### src/adc_cfg_defines.svh
// offsets, field positions, reset values and timing counts of the serial configuration port
// Operation
// - Serial port works only while interface_select is held low.
// - Transfer starts on chip select low, ends on chip select high.
// - Sample input on first sixteen rising clock edges; ignore later edges.
// - Word is read/write flag, seven address bits, eight data bits, MSB first.
// - Flag low: store the eight data bits into the addressed register.
// - Flag high: shift register out, leave it unchanged, ignore input data.
// - Serial output is open drain: pull low or release only.
// - Writing one to bit 7 at address 0 clears all registers; bit self-clears.
// - Software reset register is write only and reads as zero.
// - Power-down bits: 3 sleep, 2 nap, 1 channel B off; others zero.
// - Timing bit 3 inverts output clock; bits 7 to 4 read zero.
// - Timing bits 2:1 delay output clock by 0, 1/8, 1/4, 3/8 period.
// - Timing bit 0 switches the duty-cycle stabilizer on or off.
// - Output mode bits 4:2 select drive current; 011 unused; 7 to 5 zero. Code also maps 110 to the 000 default current.
// - Output mode bit 1 enables termination and doubles the drive current.
// - Output mode bit 0 puts all digital outputs in high impedance.
// - Format bits 7:5 pick zeros, ones, alternating or checkerboard pattern.
// - Format bit 2 drives the test pattern out; bit 3 stays zero.
// - Channel A and B test patterns need not be time aligned.
// - Format bit 4 switches alternate bit polarity mode.
// - Scrambler XORs the LSB into every other data bit; code XORs it into all of bits 13:1.
// - Data is offset binary, two's complement when format bit 0 set.
// - Alternate polarity inverts the odd data bits only.
// - Test pattern overrides two's complement, scrambler and polarity modes.
`ifndef ADC_CFG_DEFINES_SVH
`define ADC_CFG_DEFINES_SVH
`define ADDR_RESET 7'h00
`define ADDR_PD 7'h01
`define ADDR_TIM 7'h02
`define ADDR_DRV 7'h03
`define ADDR_FMT 7'h04
`define RESET_BIT 7
`define REG_RESET 8'h00
`define PD_MASK 8'h0E
`define TIM_MASK 8'h0F
`define DRV_MASK 8'h1F
`define FMT_MASK 8'hF7
`define FRAME_BITS 5'h10
`define HEAD_BITS 5'h08
`define PAT_ZERO 3'h0
`define PAT_ONES 3'h1
`define PAT_ALT 3'h2
`define PAT_CHECK 3'h4
`define CHECK_EVEN 15'h5555
`define CHECK_ODD 15'h2AAA
`define ODD_MASK 14'h2AAA
`endif

### src/adc_cfg_pkg.sv
// types shared by the serial configuration port modules
package adc_cfg_pkg;
    typedef enum logic [1:0] {ST_IDLE = 2'b00, ST_HEAD = 2'b01, ST_BODY = 2'b11, ST_DONE = 2'b10} spi_state_t;
    typedef struct packed {
        logic [1:0] cs_sy, sck_sy, sdi_sy, sel_sy;
        logic sck_d;
        spi_state_t st;
        logic [4:0] cnt;
        logic [15:0] sh;
        logic rw;
        logic [6:0] addr;
        logic wr;
        logic sdo_oe;
    } shift_state_t;
    typedef struct packed {
        logic [14:0] word;
        logic oe;
        logic phase;
    } fmt_state_t;
    typedef struct packed {
        logic [7:0] pd, tim, drv, fmt;
    } cfg_state_t;
endpackage

### src/adc_cfg_port.sv
// serial configuration port and mode-control register bank of a dual converter
`timescale 1ns/1ps
`include "adc_cfg_defines.svh"
module adc_cfg_port
    import adc_cfg_pkg::*;
#(
    parameter int CHANNELS = 2
)
(
    input wire logic clock,
    input wire logic nrst,
    input wire logic interface_select,
    input wire logic cs_n,
    input wire logic sck,
    input wire logic sdi,
    output logic sdo_out,
    output logic sdo_oe,
    input wire logic [CHANNELS-1:0][13:0] sample,
    input wire logic [CHANNELS-1:0] overrange_flag,
    input wire logic sample_valid,
    output logic [CHANNELS-1:0][13:0] data_out,
    output logic [CHANNELS-1:0] overrange_out,
    output logic data_oe,
    output logic sleep_en,
    output logic nap_en,
    output logic second_channel_powerdown,
    output logic out_clock_invert,
    output logic out_clock_delay_hi,
    output logic out_clock_delay_lo,
    output logic duty_cycle_stabilizer_en,
    output logic drive_current_sel_2,
    output logic drive_current_sel_1,
    output logic drive_current_sel_0,
    output logic [5:0] drive_current_qma,
    output logic internal_termination_en,
    output logic pattern_enable,
    output logic scramble_en,
    output logic odd_bit_invert_en,
    output logic signed_format_en
);
    cfg_state_t q, n;
    logic [6:0] rd_addr;
    logic [7:0] rd_data;
    logic wr_stb;
    logic [6:0] wr_addr;
    logic [7:0] wr_data;
    logic frame_active;
    logic [CHANNELS-1:0] ch_oe;
    logic [5:0] base_qma;

    adc_cfg_shifter u_shift (
        .clock(clock),
        .nrst(nrst),
        .interface_select(interface_select),
        .cs_n(cs_n),
        .sck(sck),
        .sdi(sdi),
        .rd_data(rd_data),
        .rd_addr(rd_addr),
        .wr_stb(wr_stb),
        .wr_addr(wr_addr),
        .wr_data(wr_data),
        .frame_active(frame_active),
        .sdo_oe(sdo_oe)
    );

    // the line is only ever pulled low
    assign sdo_out = 1'b0;

    always_comb
    begin
        n = q;
        if (wr_stb)
        begin
            case (wr_addr)
                `ADDR_RESET:
                begin
                    if (wr_data[`RESET_BIT])
                        n = '0;
                end
                // unused bits kept at zero; bit 0 cleared only in the power-down register
                `ADDR_PD: n.pd = wr_data & `PD_MASK;
                `ADDR_TIM: n.tim = wr_data & `TIM_MASK;
                `ADDR_DRV: n.drv = wr_data & `DRV_MASK;
                `ADDR_FMT: n.fmt = wr_data & `FMT_MASK;
                default: n = q;
            endcase
        end
    end

    always_ff @(posedge clock or negedge nrst)
    begin
        if (!nrst)
            q <= '0;
        else
            q <= n;
    end

    // reset register reads as zero, unmapped too
    always_comb
    begin
        case (rd_addr)
            `ADDR_PD: rd_data = q.pd;
            `ADDR_TIM: rd_data = q.tim;
            `ADDR_DRV: rd_data = q.drv;
            `ADDR_FMT: rd_data = q.fmt;
            default: rd_data = `REG_RESET;
        endcase
    end

    // drive current in quarter milliamps; unused code falls back to default
    always_comb
    begin
        case (q.drv[4:2])
            3'h1: base_qma = 6'h10;
            3'h2: base_qma = 6'h12;
            3'h4: base_qma = 6'h0C;
            3'h5: base_qma = 6'h0A;
            3'h7: base_qma = 6'h07;
            default: base_qma = 6'h0E;
        endcase
    end

    assign drive_current_qma = q.drv[1] ? {base_qma[4:0], 1'b0} : base_qma;

    assign sleep_en = q.pd[3];
    assign nap_en = q.pd[2];
    assign second_channel_powerdown = q.pd[1];
    assign out_clock_invert = q.tim[3];
    assign out_clock_delay_hi = q.tim[2];
    assign out_clock_delay_lo = q.tim[1];
    assign duty_cycle_stabilizer_en = q.tim[0];
    assign drive_current_sel_2 = q.drv[4];
    assign drive_current_sel_1 = q.drv[3];
    assign drive_current_sel_0 = q.drv[2];
    assign internal_termination_en = q.drv[1];
    assign pattern_enable = q.fmt[2];
    assign scramble_en = q.fmt[1];
    assign odd_bit_invert_en = q.fmt[4];
    assign signed_format_en = q.fmt[0];

    genvar ch;
    generate
        for (ch = 0; ch < CHANNELS; ch++)
        begin : g_ch
            adc_cfg_formatter u_fmt (
                .clock(clock),
                .nrst(nrst),
                .sample(sample[ch]),
                .overrange_flag(overrange_flag[ch]),
                .sample_valid(sample_valid),
                .fmt_reg(q.fmt),
                .outputs_high_z(q.drv[0]),
                .data_out(data_out[ch]),
                .overrange_out(overrange_out[ch]),
                .data_oe(ch_oe[ch])
            );
        end
    endgenerate

    assign data_oe = ch_oe[0];

    // checks: serial gating, register storage, readback and formatting
    logic sel_s1, sel_s2;
    always_ff @(posedge clock or negedge nrst)
    begin
        if (!nrst)
        begin
            sel_s1 <= 1'b0;
            sel_s2 <= 1'b0;
        end
        else
        begin
            sel_s1 <= interface_select;
            sel_s2 <= sel_s1;
        end
    end

    a_serial_gate: assert property (@(posedge clock) disable iff (!nrst)
        sel_s2 |=> ##1 !frame_active && !wr_stb)
        else $error("serial port active while interface_select high");

    a_frame_end: assert property (@(posedge clock) disable iff (!nrst)
        $rose(cs_n) |-> ##[1:4] !frame_active)
        else $error("frame did not close after chip select rose");

    a_write_store: assert property (@(posedge clock) disable iff (!nrst)
        wr_stb && wr_addr == `ADDR_FMT |=> q.fmt == ($past(wr_data) & `FMT_MASK))
        else $error("format register not written");

    a_regs_hold: assert property (@(posedge clock) disable iff (!nrst)
        !wr_stb |=> $stable(q))
        else $error("register changed without a write");

    a_sdo_release: assert property (@(posedge clock) disable iff (!nrst)
        !frame_active |-> !sdo_oe && !sdo_out)
        else $error("serial output driven outside a frame");

    a_soft_reset: assert property (@(posedge clock) disable iff (!nrst)
        wr_stb && wr_addr == `ADDR_RESET && wr_data[`RESET_BIT] |=> q == '0 ##1 q == '0)
        else $error("software reset did not clear registers");

    a_reset_read: assert property (@(posedge clock) disable iff (!nrst)
        rd_addr == `ADDR_RESET |-> rd_data == 8'h00)
        else $error("reset register read back nonzero");

    a_pd_unused: assert property (@(posedge clock) disable iff (!nrst)
        q.pd[7:4] == 4'h0 && !q.pd[0] && q.tim[7:4] == 4'h0)
        else $error("unused power-down or timing bits set");

    a_hiz_output: assert property (@(posedge clock) disable iff (!nrst)
        q.drv[0] |=> !data_oe)
        else $error("outputs enabled while high impedance requested");

    a_term_double: assert property (@(posedge clock) disable iff (!nrst)
        q.drv[1] |-> drive_current_qma == {base_qma[4:0], 1'b0})
        else $error("termination did not double drive current");

    a_pattern_ones: assert property (@(posedge clock) disable iff (!nrst)
        q.fmt[2] && q.fmt[7:5] == `PAT_ONES && sample_valid && $stable(q.fmt)
        |=> data_out[0] == 14'h3FFF && overrange_out[0])
        else $error("all-ones pattern not driven");

    a_pd_write: assert property (@(posedge clock) disable iff (!nrst)
        wr_stb && wr_addr == `ADDR_PD |=> q.pd == ($past(wr_data) & `PD_MASK))
        else $error("power-down register not written");

    a_tim_write: assert property (@(posedge clock) disable iff (!nrst)
        wr_stb && wr_addr == `ADDR_TIM |=> q.tim == ($past(wr_data) & `TIM_MASK))
        else $error("timing register not written");

    a_drv_write: assert property (@(posedge clock) disable iff (!nrst)
        wr_stb && wr_addr == `ADDR_DRV |=> q.drv == ($past(wr_data) & `DRV_MASK))
        else $error("output mode register not written");

    // writes above the last register must leave the whole bank alone
    a_unmapped_write: assert property (@(posedge clock) disable iff (!nrst)
        wr_stb && wr_addr > `ADDR_FMT |=> $stable(q))
        else $error("unmapped write changed a register");

    a_wr_single: assert property (@(posedge clock) disable iff (!nrst)
        wr_stb |=> !wr_stb)
        else $error("more than one store in a frame");

    a_cs_high_idle: assert property (@(posedge clock) disable iff (!nrst)
        cs_n && $past(cs_n) && $past(cs_n, 2) && $past(cs_n, 3) |-> !frame_active && !sdo_oe)
        else $error("frame open while chip select high");

    a_oe_restore: assert property (@(posedge clock) disable iff (!nrst)
        !q.drv[0] |=> data_oe)
        else $error("outputs not enabled");

    a_qma_default: assert property (@(posedge clock) disable iff (!nrst)
        q.drv[4:2] == 3'h0 && !q.drv[1] |-> drive_current_qma == 6'h0E)
        else $error("default drive current wrong");

    a_qma_min: assert property (@(posedge clock) disable iff (!nrst)
        q.drv[4:2] == 3'h7 && q.drv[1] |-> drive_current_qma == 6'h0E)
        else $error("doubled lowest drive current wrong");

    a_pattern_zero: assert property (@(posedge clock) disable iff (!nrst)
        q.fmt[2] && q.fmt[7:5] == `PAT_ZERO && sample_valid && $stable(q.fmt)
        |=> data_out[0] == 14'h0000 && !overrange_out[0])
        else $error("all-zeros pattern not driven");

    a_pattern_alt: assert property (@(posedge clock) disable iff (!nrst)
        q.fmt[2] && q.fmt[7:5] == `PAT_ALT && sample_valid && $stable(q.fmt)
        |=> data_out[0] == 14'h0000 && !overrange_out[0] || data_out[0] == 14'h3FFF && overrange_out[0])
        else $error("alternating pattern not driven");

    a_pattern_check: assert property (@(posedge clock) disable iff (!nrst)
        q.fmt[2] && q.fmt[7:5] == `PAT_CHECK && sample_valid && $stable(q.fmt)
        |=> {overrange_out[0], data_out[0]} == `CHECK_EVEN || {overrange_out[0], data_out[0]} == `CHECK_ODD)
        else $error("checkerboard pattern not driven");

    // channel B keeps its own phase but must carry the same pattern
    a_pattern_chan_b: assert property (@(posedge clock) disable iff (!nrst)
        q.fmt[2] && q.fmt[7:5] == `PAT_ONES && sample_valid && $stable(q.fmt)
        |=> data_out[1] == 14'h3FFF && overrange_out[1])
        else $error("channel B pattern not driven");

    a_raw_data: assert property (@(posedge clock) disable iff (!nrst)
        q.fmt == 8'h00 && sample_valid && $stable(q.fmt)
        |=> data_out[0] == $past(sample[0]) && overrange_out[0] == $past(overrange_flag[0]))
        else $error("offset binary data altered");

    a_signed_msb: assert property (@(posedge clock) disable iff (!nrst)
        q.fmt == 8'h01 && sample_valid && $stable(q.fmt) |=> data_out[0] == ($past(sample[0]) ^ 14'h2000))
        else $error("two's complement sign bit wrong");

    a_odd_invert: assert property (@(posedge clock) disable iff (!nrst)
        q.fmt == 8'h10 && sample_valid && $stable(q.fmt) |=> data_out[0] == ($past(sample[0]) ^ `ODD_MASK))
        else $error("odd bits not inverted");

    a_scramble: assert property (@(posedge clock) disable iff (!nrst)
        q.fmt == 8'h02 && sample_valid && $stable(q.fmt)
        |=> data_out[0] == ($past(sample[0]) ^ {{13{$past(sample[0][0])}}, 1'b0}))
        else $error("scrambled data wrong");

    c_write: cover property (@(posedge clock) disable iff (!nrst) wr_stb && wr_addr == `ADDR_DRV);
    c_read: cover property (@(posedge clock) disable iff (!nrst) sdo_oe);
    c_reset: cover property (@(posedge clock) disable iff (!nrst)
        wr_stb && wr_addr == `ADDR_RESET && wr_data[`RESET_BIT]);
    c_pattern: cover property (@(posedge clock) disable iff (!nrst) q.fmt[2] && sample_valid);
    c_alternate: cover property (@(posedge clock) disable iff (!nrst)
        q.fmt[2] && q.fmt[7:5] == `PAT_ALT && sample_valid);
endmodule

### src/adc_cfg_shifter.sv
// serial frame receiver and open-drain readback shifter
`timescale 1ns/1ps
`include "adc_cfg_defines.svh"
module adc_cfg_shifter
    import adc_cfg_pkg::*;
(
    input wire logic clock,
    input wire logic nrst,
    input wire logic interface_select,
    input wire logic cs_n,
    input wire logic sck,
    input wire logic sdi,
    input wire logic [7:0] rd_data,
    output logic [6:0] rd_addr,
    output logic wr_stb,
    output logic [6:0] wr_addr,
    output logic [7:0] wr_data,
    output logic frame_active,
    output logic sdo_oe
);
    shift_state_t q, n;
    logic rise, fall, active;

    always_comb
    begin
        n = q;
        n.wr = 1'b0;
        // first stage only feeds the second
        n.cs_sy = {q.cs_sy[0], cs_n};
        n.sck_sy = {q.sck_sy[0], sck};
        n.sdi_sy = {q.sdi_sy[0], sdi};
        n.sel_sy = {q.sel_sy[0], interface_select};
        n.sck_d = q.sck_sy[1];
        rise = q.sck_sy[1] & ~q.sck_d;
        fall = ~q.sck_sy[1] & q.sck_d;
        active = ~q.cs_sy[1] & ~q.sel_sy[1];
        if (!active)
        begin
            n.st = ST_IDLE;
            n.cnt = 5'h00;
            n.sdo_oe = 1'b0;
        end
        else
        begin
            if (rise && q.cnt < `FRAME_BITS)
            begin
                n.sh = {q.sh[14:0], q.sdi_sy[1]};
                n.cnt = q.cnt + 5'h01;
            end
            case (q.st)
                ST_IDLE, ST_HEAD:
                begin
                    n.st = ST_HEAD;
                    if (rise && q.cnt == `HEAD_BITS - 5'h01)
                    begin
                        n.rw = q.sh[6];
                        n.addr = {q.sh[5:0], q.sdi_sy[1]};
                        n.st = ST_BODY;
                    end
                end
                ST_BODY:
                begin
                    // readback, open drain low for zero
                    if (fall && q.rw)
                        n.sdo_oe = ~rd_data[~q.cnt[2:0]];
                    if (rise && q.cnt == `FRAME_BITS - 5'h01)
                    begin
                        n.st = ST_DONE;
                        n.wr = ~q.rw;
                    end
                end
                ST_DONE:
                begin
                    if (fall)
                        n.sdo_oe = 1'b0;
                end
                default:
                    n.st = ST_IDLE;
            endcase
        end
    end

    always_ff @(posedge clock or negedge nrst)
    begin
        if (!nrst)
            q <= '{cs_sy: 2'h3, st: ST_IDLE, default: '0};
        else
            q <= n;
    end

    assign rd_addr = q.addr;
    assign wr_stb = q.wr;
    assign wr_addr = q.addr;
    assign wr_data = q.sh[7:0];
    assign frame_active = (q.st != ST_IDLE);
    assign sdo_oe = q.sdo_oe;
endmodule

### src/adc_cfg_formatter.sv
// per-channel output data formatting and test patterns
`timescale 1ns/1ps
`include "adc_cfg_defines.svh"
module adc_cfg_formatter
    import adc_cfg_pkg::*;
(
    input wire logic clock,
    input wire logic nrst,
    input wire logic [13:0] sample,
    input wire logic overrange_flag,
    input wire logic sample_valid,
    input wire logic [7:0] fmt_reg,
    input wire logic outputs_high_z,
    output logic [13:0] data_out,
    output logic overrange_out,
    output logic data_oe
);
    fmt_state_t q, n;
    logic [13:0] d;
    logic [14:0] w;

    always_comb
    begin
        n = q;
        d = sample;
        // two's complement flips the sign bit
        if (fmt_reg[0])
            d[13] = ~d[13];
        if (fmt_reg[1])
            d[13:1] = d[13:1] ^ {13{d[0]}};
        if (fmt_reg[4])
            d = d ^ `ODD_MASK;
        w = {overrange_flag, d};
        if (fmt_reg[2])
        begin
            case (fmt_reg[7:5])
                `PAT_ONES: w = '1;
                `PAT_ALT: w = q.phase ? 15'h0000 : 15'h7FFF;
                `PAT_CHECK: w = q.phase ? `CHECK_ODD : `CHECK_EVEN;
                default: w = 15'h0000;
            endcase
        end
        // phase runs per channel, but all channels toggle on the shared sample_valid so they stay aligned
        if (sample_valid)
        begin
            n.word = w;
            n.phase = ~q.phase;
        end
        n.oe = ~outputs_high_z;
    end

    always_ff @(posedge clock or negedge nrst)
    begin
        if (!nrst)
            q <= '0;
        else
            q <= n;
    end

    assign data_out = q.word[13:0];
    assign overrange_out = q.word[14];
    assign data_oe = q.oe;
endmodule

### config.mk
export PLATFORM = sky130hd
export DESIGN_NAME = adc_cfg_port
export DESIGN_NICKNAME = d
export VERILOG_FILES = /design/src/adc_cfg_pkg.sv /design/src/adc_cfg_port.sv /design/src/adc_cfg_shifter.sv /design/src/adc_cfg_formatter.sv
export VERILOG_INCLUDE_DIRS = /design/src
export SDC_FILE = /design/constraint.sdc
export NUM_CORES = 1
export LEC_CHECK = 0
export BUFFER_PORTS_ARGS = -buffer_cell sky130_fd_sc_hd__buf_2
export CELL_PAD_IN_SITES_DETAIL_PLACEMENT = 0
export CELL_PAD_IN_SITES_GLOBAL_PLACEMENT = 1
export CORE_ASPECT_RATIO = 1.75
export CORE_MARGIN = 8
export CORE_UTILIZATION = 42
export DETAILED_ROUTE_END_ITERATION = 7
export GPL_ROUTABILITY_DRIVEN = 0
export PLACE_DENSITY_LB_ADDON = 0.1
export SLEW_MARGIN = 20
export SYNTH_ARGS = -nofsm -noshare
export SYNTH_HDL_FRONTEND = slang
export SYNTH_SLANG_ARGS = --single-unit
### constraint.sdc
create_clock -name clock -period 1.92 [get_ports clock]
set_input_delay 0.096 -clock clock [delete_from_list [all_inputs] [get_ports clock]]
set_output_delay 0.096 -clock clock [all_outputs]
set_load 0.005 [all_outputs]
==> impl_metrics.csv <==
group,metric,value,unit
final_layout,layout_common_cells,"buf_2, dfrtp_1, nor2_1",
critical_path,startpoint_type,"flop",
clocking,clkTransAtPathRegs,0.06,ns
synthesis,synthArstFlopShare,100,%
final_layout,drive_gt1_share,32.4,%
sta,setup_ws,0.127,ns
die,coreArea,10200,um2
pwr,power_density,779,nW/um2
die,dieArea,14100,um2
sta,fin_tns_setup,0,ns
synthesis,postSynthAreaPerCell,10.5,um2
synthesis,synth-seq-area-share,49.3,%
route,drc,0,
grt,grt_use_total,16.1,%
synthesis,yosysWarnings,0,
synthesis,synth_edf_count,0,
route,wl_per_cell,16.9,um
sta,fin_crit,1.79,ns
clocking,clk_latency,0.34,ns
sta,rsz0062_at_grt,"false",
flow_run,drv_cap,0,
route,first_iter_violations,63,
final_layout,nets,534,
placement,hpwlAfterDp,8.02,mm
route,ant_nets,0,
critical_path,endpoint_kind,"flop",
synthesis,synth_area_leaders,"dfrtp_1, o22a_1, xor2_1, buf_4, nor2_1",
die,ios,91,
status,status,"finished clean",
synthesis,yosys_register_bits,86,
synthesis,ys.flop_type,"dfrtp_1",
placement,placed_cells,605,
synthesis,synth.top_cell.area_share,48.1,%
clocking,cts_made_buffers,9,
route,dr.pass1.iters,4,
synthesis,syn_nets,455,
placement,dp_slack,0.0256,ns
synthesis,yosysUniqueCellTypes,53,
final_layout,fillers,966,
die,die_w,93.1,um
sta,max_freq,558,MHz
die,num_rows,49,
sta,worst_pin_slew,0.518,ns
sta,min_period_over_period,93.4,%
clocking,cts_max_path_buffers,2,
die,initial_utilization,42.7,%
critical_path,crit_fanout,8,
critical_path,crit_type,"flop to flop",
clocking,htree_levels,3,
sta,finalMaxSlewViolations,0,
final_layout,layout_commonest_cell,"buf_2",
final_layout,area_delta_synth_final,18.9,%
sta,setup_violations,0,
sta,skew,0.00654,ns
grt,grt_pass1_vias,3447,
critical_path,arrival,2.01,ns
die,chipHeight,151,um
final_layout,final_cell_count_no_fill,627,
final_layout,utilization,50.8,%
grt,grt_max_degree,31,
synthesis,synth_area_leader_cell,"dfrtp_1",
sta,maxSlewHeadroom,65.4,%
grt,grt_pass1_wl,17.8,mm
min_path,min_path_type,"input pin to flop",
critical_path,required,2.14,ns
placement,io_buffers,89,
grt,grt_overflow_total,0,
final_layout,antenna_cells,0,
pwr,peakVddDrop,0.416,mV
route,wirelength,10.6,mm
route,viasPerCell,5.16,
pwr,leakage,2.38,nW
clocking,clockRootBuffer,"clkbuf_16",
clocking,cts_tree,"built",
synthesis,syn_inst,416,
route,vias,3234,
sta,hold_violations,0,
grt,antenna_found_initial,0,
synthesis,syn_area,4370,um2
clocking,cts.sinks,86,
-- through the flow --
step | power [mW] | instance area (um2) | hold slack (ns)
2_1_floorplan | 2.30 | 4370 | -0.200
3_3_place_gp | 2.43 | 4850 | 0.0318
3_5_place_dp | 2.44 | 4850 | 0.0361
4_1_cts | 4.14 | 5180 | 0.0456
5_1_grt | 4.26 | 5200 | 0.0682
6_report | 4.05 | 5200 | 0.0570
-- state kept, by name (all words and copies together), names as in the netlist, 2 cells and up --
signal                    cells
g_ch.u_fmt.data_out          28
g_ch.u_fmt.overrange_out      2
g_ch.u_fmt.q                  2
q                             4
u_shift.n                     5
u_shift.q                    12
u_shift.rd_addr               7
u_shift.wr_data               8
-- final timing paths --
path / start / to / slack (ns) / cells after the start
worst max-delay path: u_shift.q[33] / u_shift.rd_addr[2] / 0.13 / 6
worst min-delay path: sample_valid / g_ch[1].u_fmt.q[0] / 0.06 / 2
worst min register to register: u_shift.n[39] / u_shift.n[33] / 0.35 / 0
worst max register to register: u_shift.q[33] / u_shift.rd_addr[2] / 0.13 / 6
max in group asynchronous: nrst / g_ch[1].u_fmt.data_out[11] / 1.14 / 3
min in group asynchronous: nrst / g_ch[0].u_fmt.data_out[11] / 0.22 / 2
-- layout make-up --
cell class | instances | area [um2] | share of cell area (%)
Timing Repair Buffer | 118 | 691 | 13.3
Inverter | 11 | 41.3 | 0.794
Clock buffer | 12 | 267 | 5.13
Sequential cell | 86 | 2160 | 41.5
Clock inverter | 4 | 20.0 | 0.385
Tap cell | 127 | 159 | 3.06
Multi-Input combinational cell | 269 | 1870 | 35.9
-- cells in the mapped netlist, types with 4 or more instances --
master and count:
o22ai_1 13, mux2_4 8, nor2b_1 6, xor2_1 28
mux2_2 5, nand3b_1 4, dfrtp_1 84, nand3_1 5
nor2_1 43, buf_4 32, nand2_1 42, a21oi_1 6
o21ai_0 18, inv_1 11, xnor2_1 6, clkbuf_1 14
o22a_1 31
-- worst max-delay path, cell delays in order, from the launching register on --
cell	delay (ns)
dfrtp_1	0.40
nand2b_4	0.17
nor2_8	0.13
nand2_2	0.07
or4_1	0.40
buf_4	0.20
mux2_4	0.30
-- kinds of logic (layout without fill, tap and decap cells) --
family                   count (synthesis)  after routing  share of synthesized area, %
AND/OR/NAND/NOR                        129            129                          14.8
flip-flops                              86             86                          49.3
multiplexers                            19             19                          5.75
adder cells (fa/ha/maj)                  2              2                         0.572
AO/OA/AOI/OAI                           82             82                          13.8
XOR/XNOR                                36             36                          7.55
buffers and inverters                   61            145                          8.24
other                                    1              1                        0.0858
-- where the power goes --
part	leakage (nW)	switching (mW)	internal [mW]
combinational	1.16	0.194	0.179
sequential	1.07	0.0992	1.93
clock	0.148	0.675	0.973
total	2.38	0.967	3.08
-- routing by layer --
metal	GRT usage, %	share of wire [%]	vias up
li1	-	-	1565
met2	29.2	55	64
met5	0	0	-
met3	4.42	5.3	12
met1	17.0	38	1593
met4	6.41	1.7	0
-- what timing repair did --
item	in CTS	in global routing
hold buffers	5	0
buffers inserted	0	1
endpoints found under the setup margin	0	10
gates resized for setup	0	3
hold endpoints to repair	28	0
(Power assumes the default switching activity.)
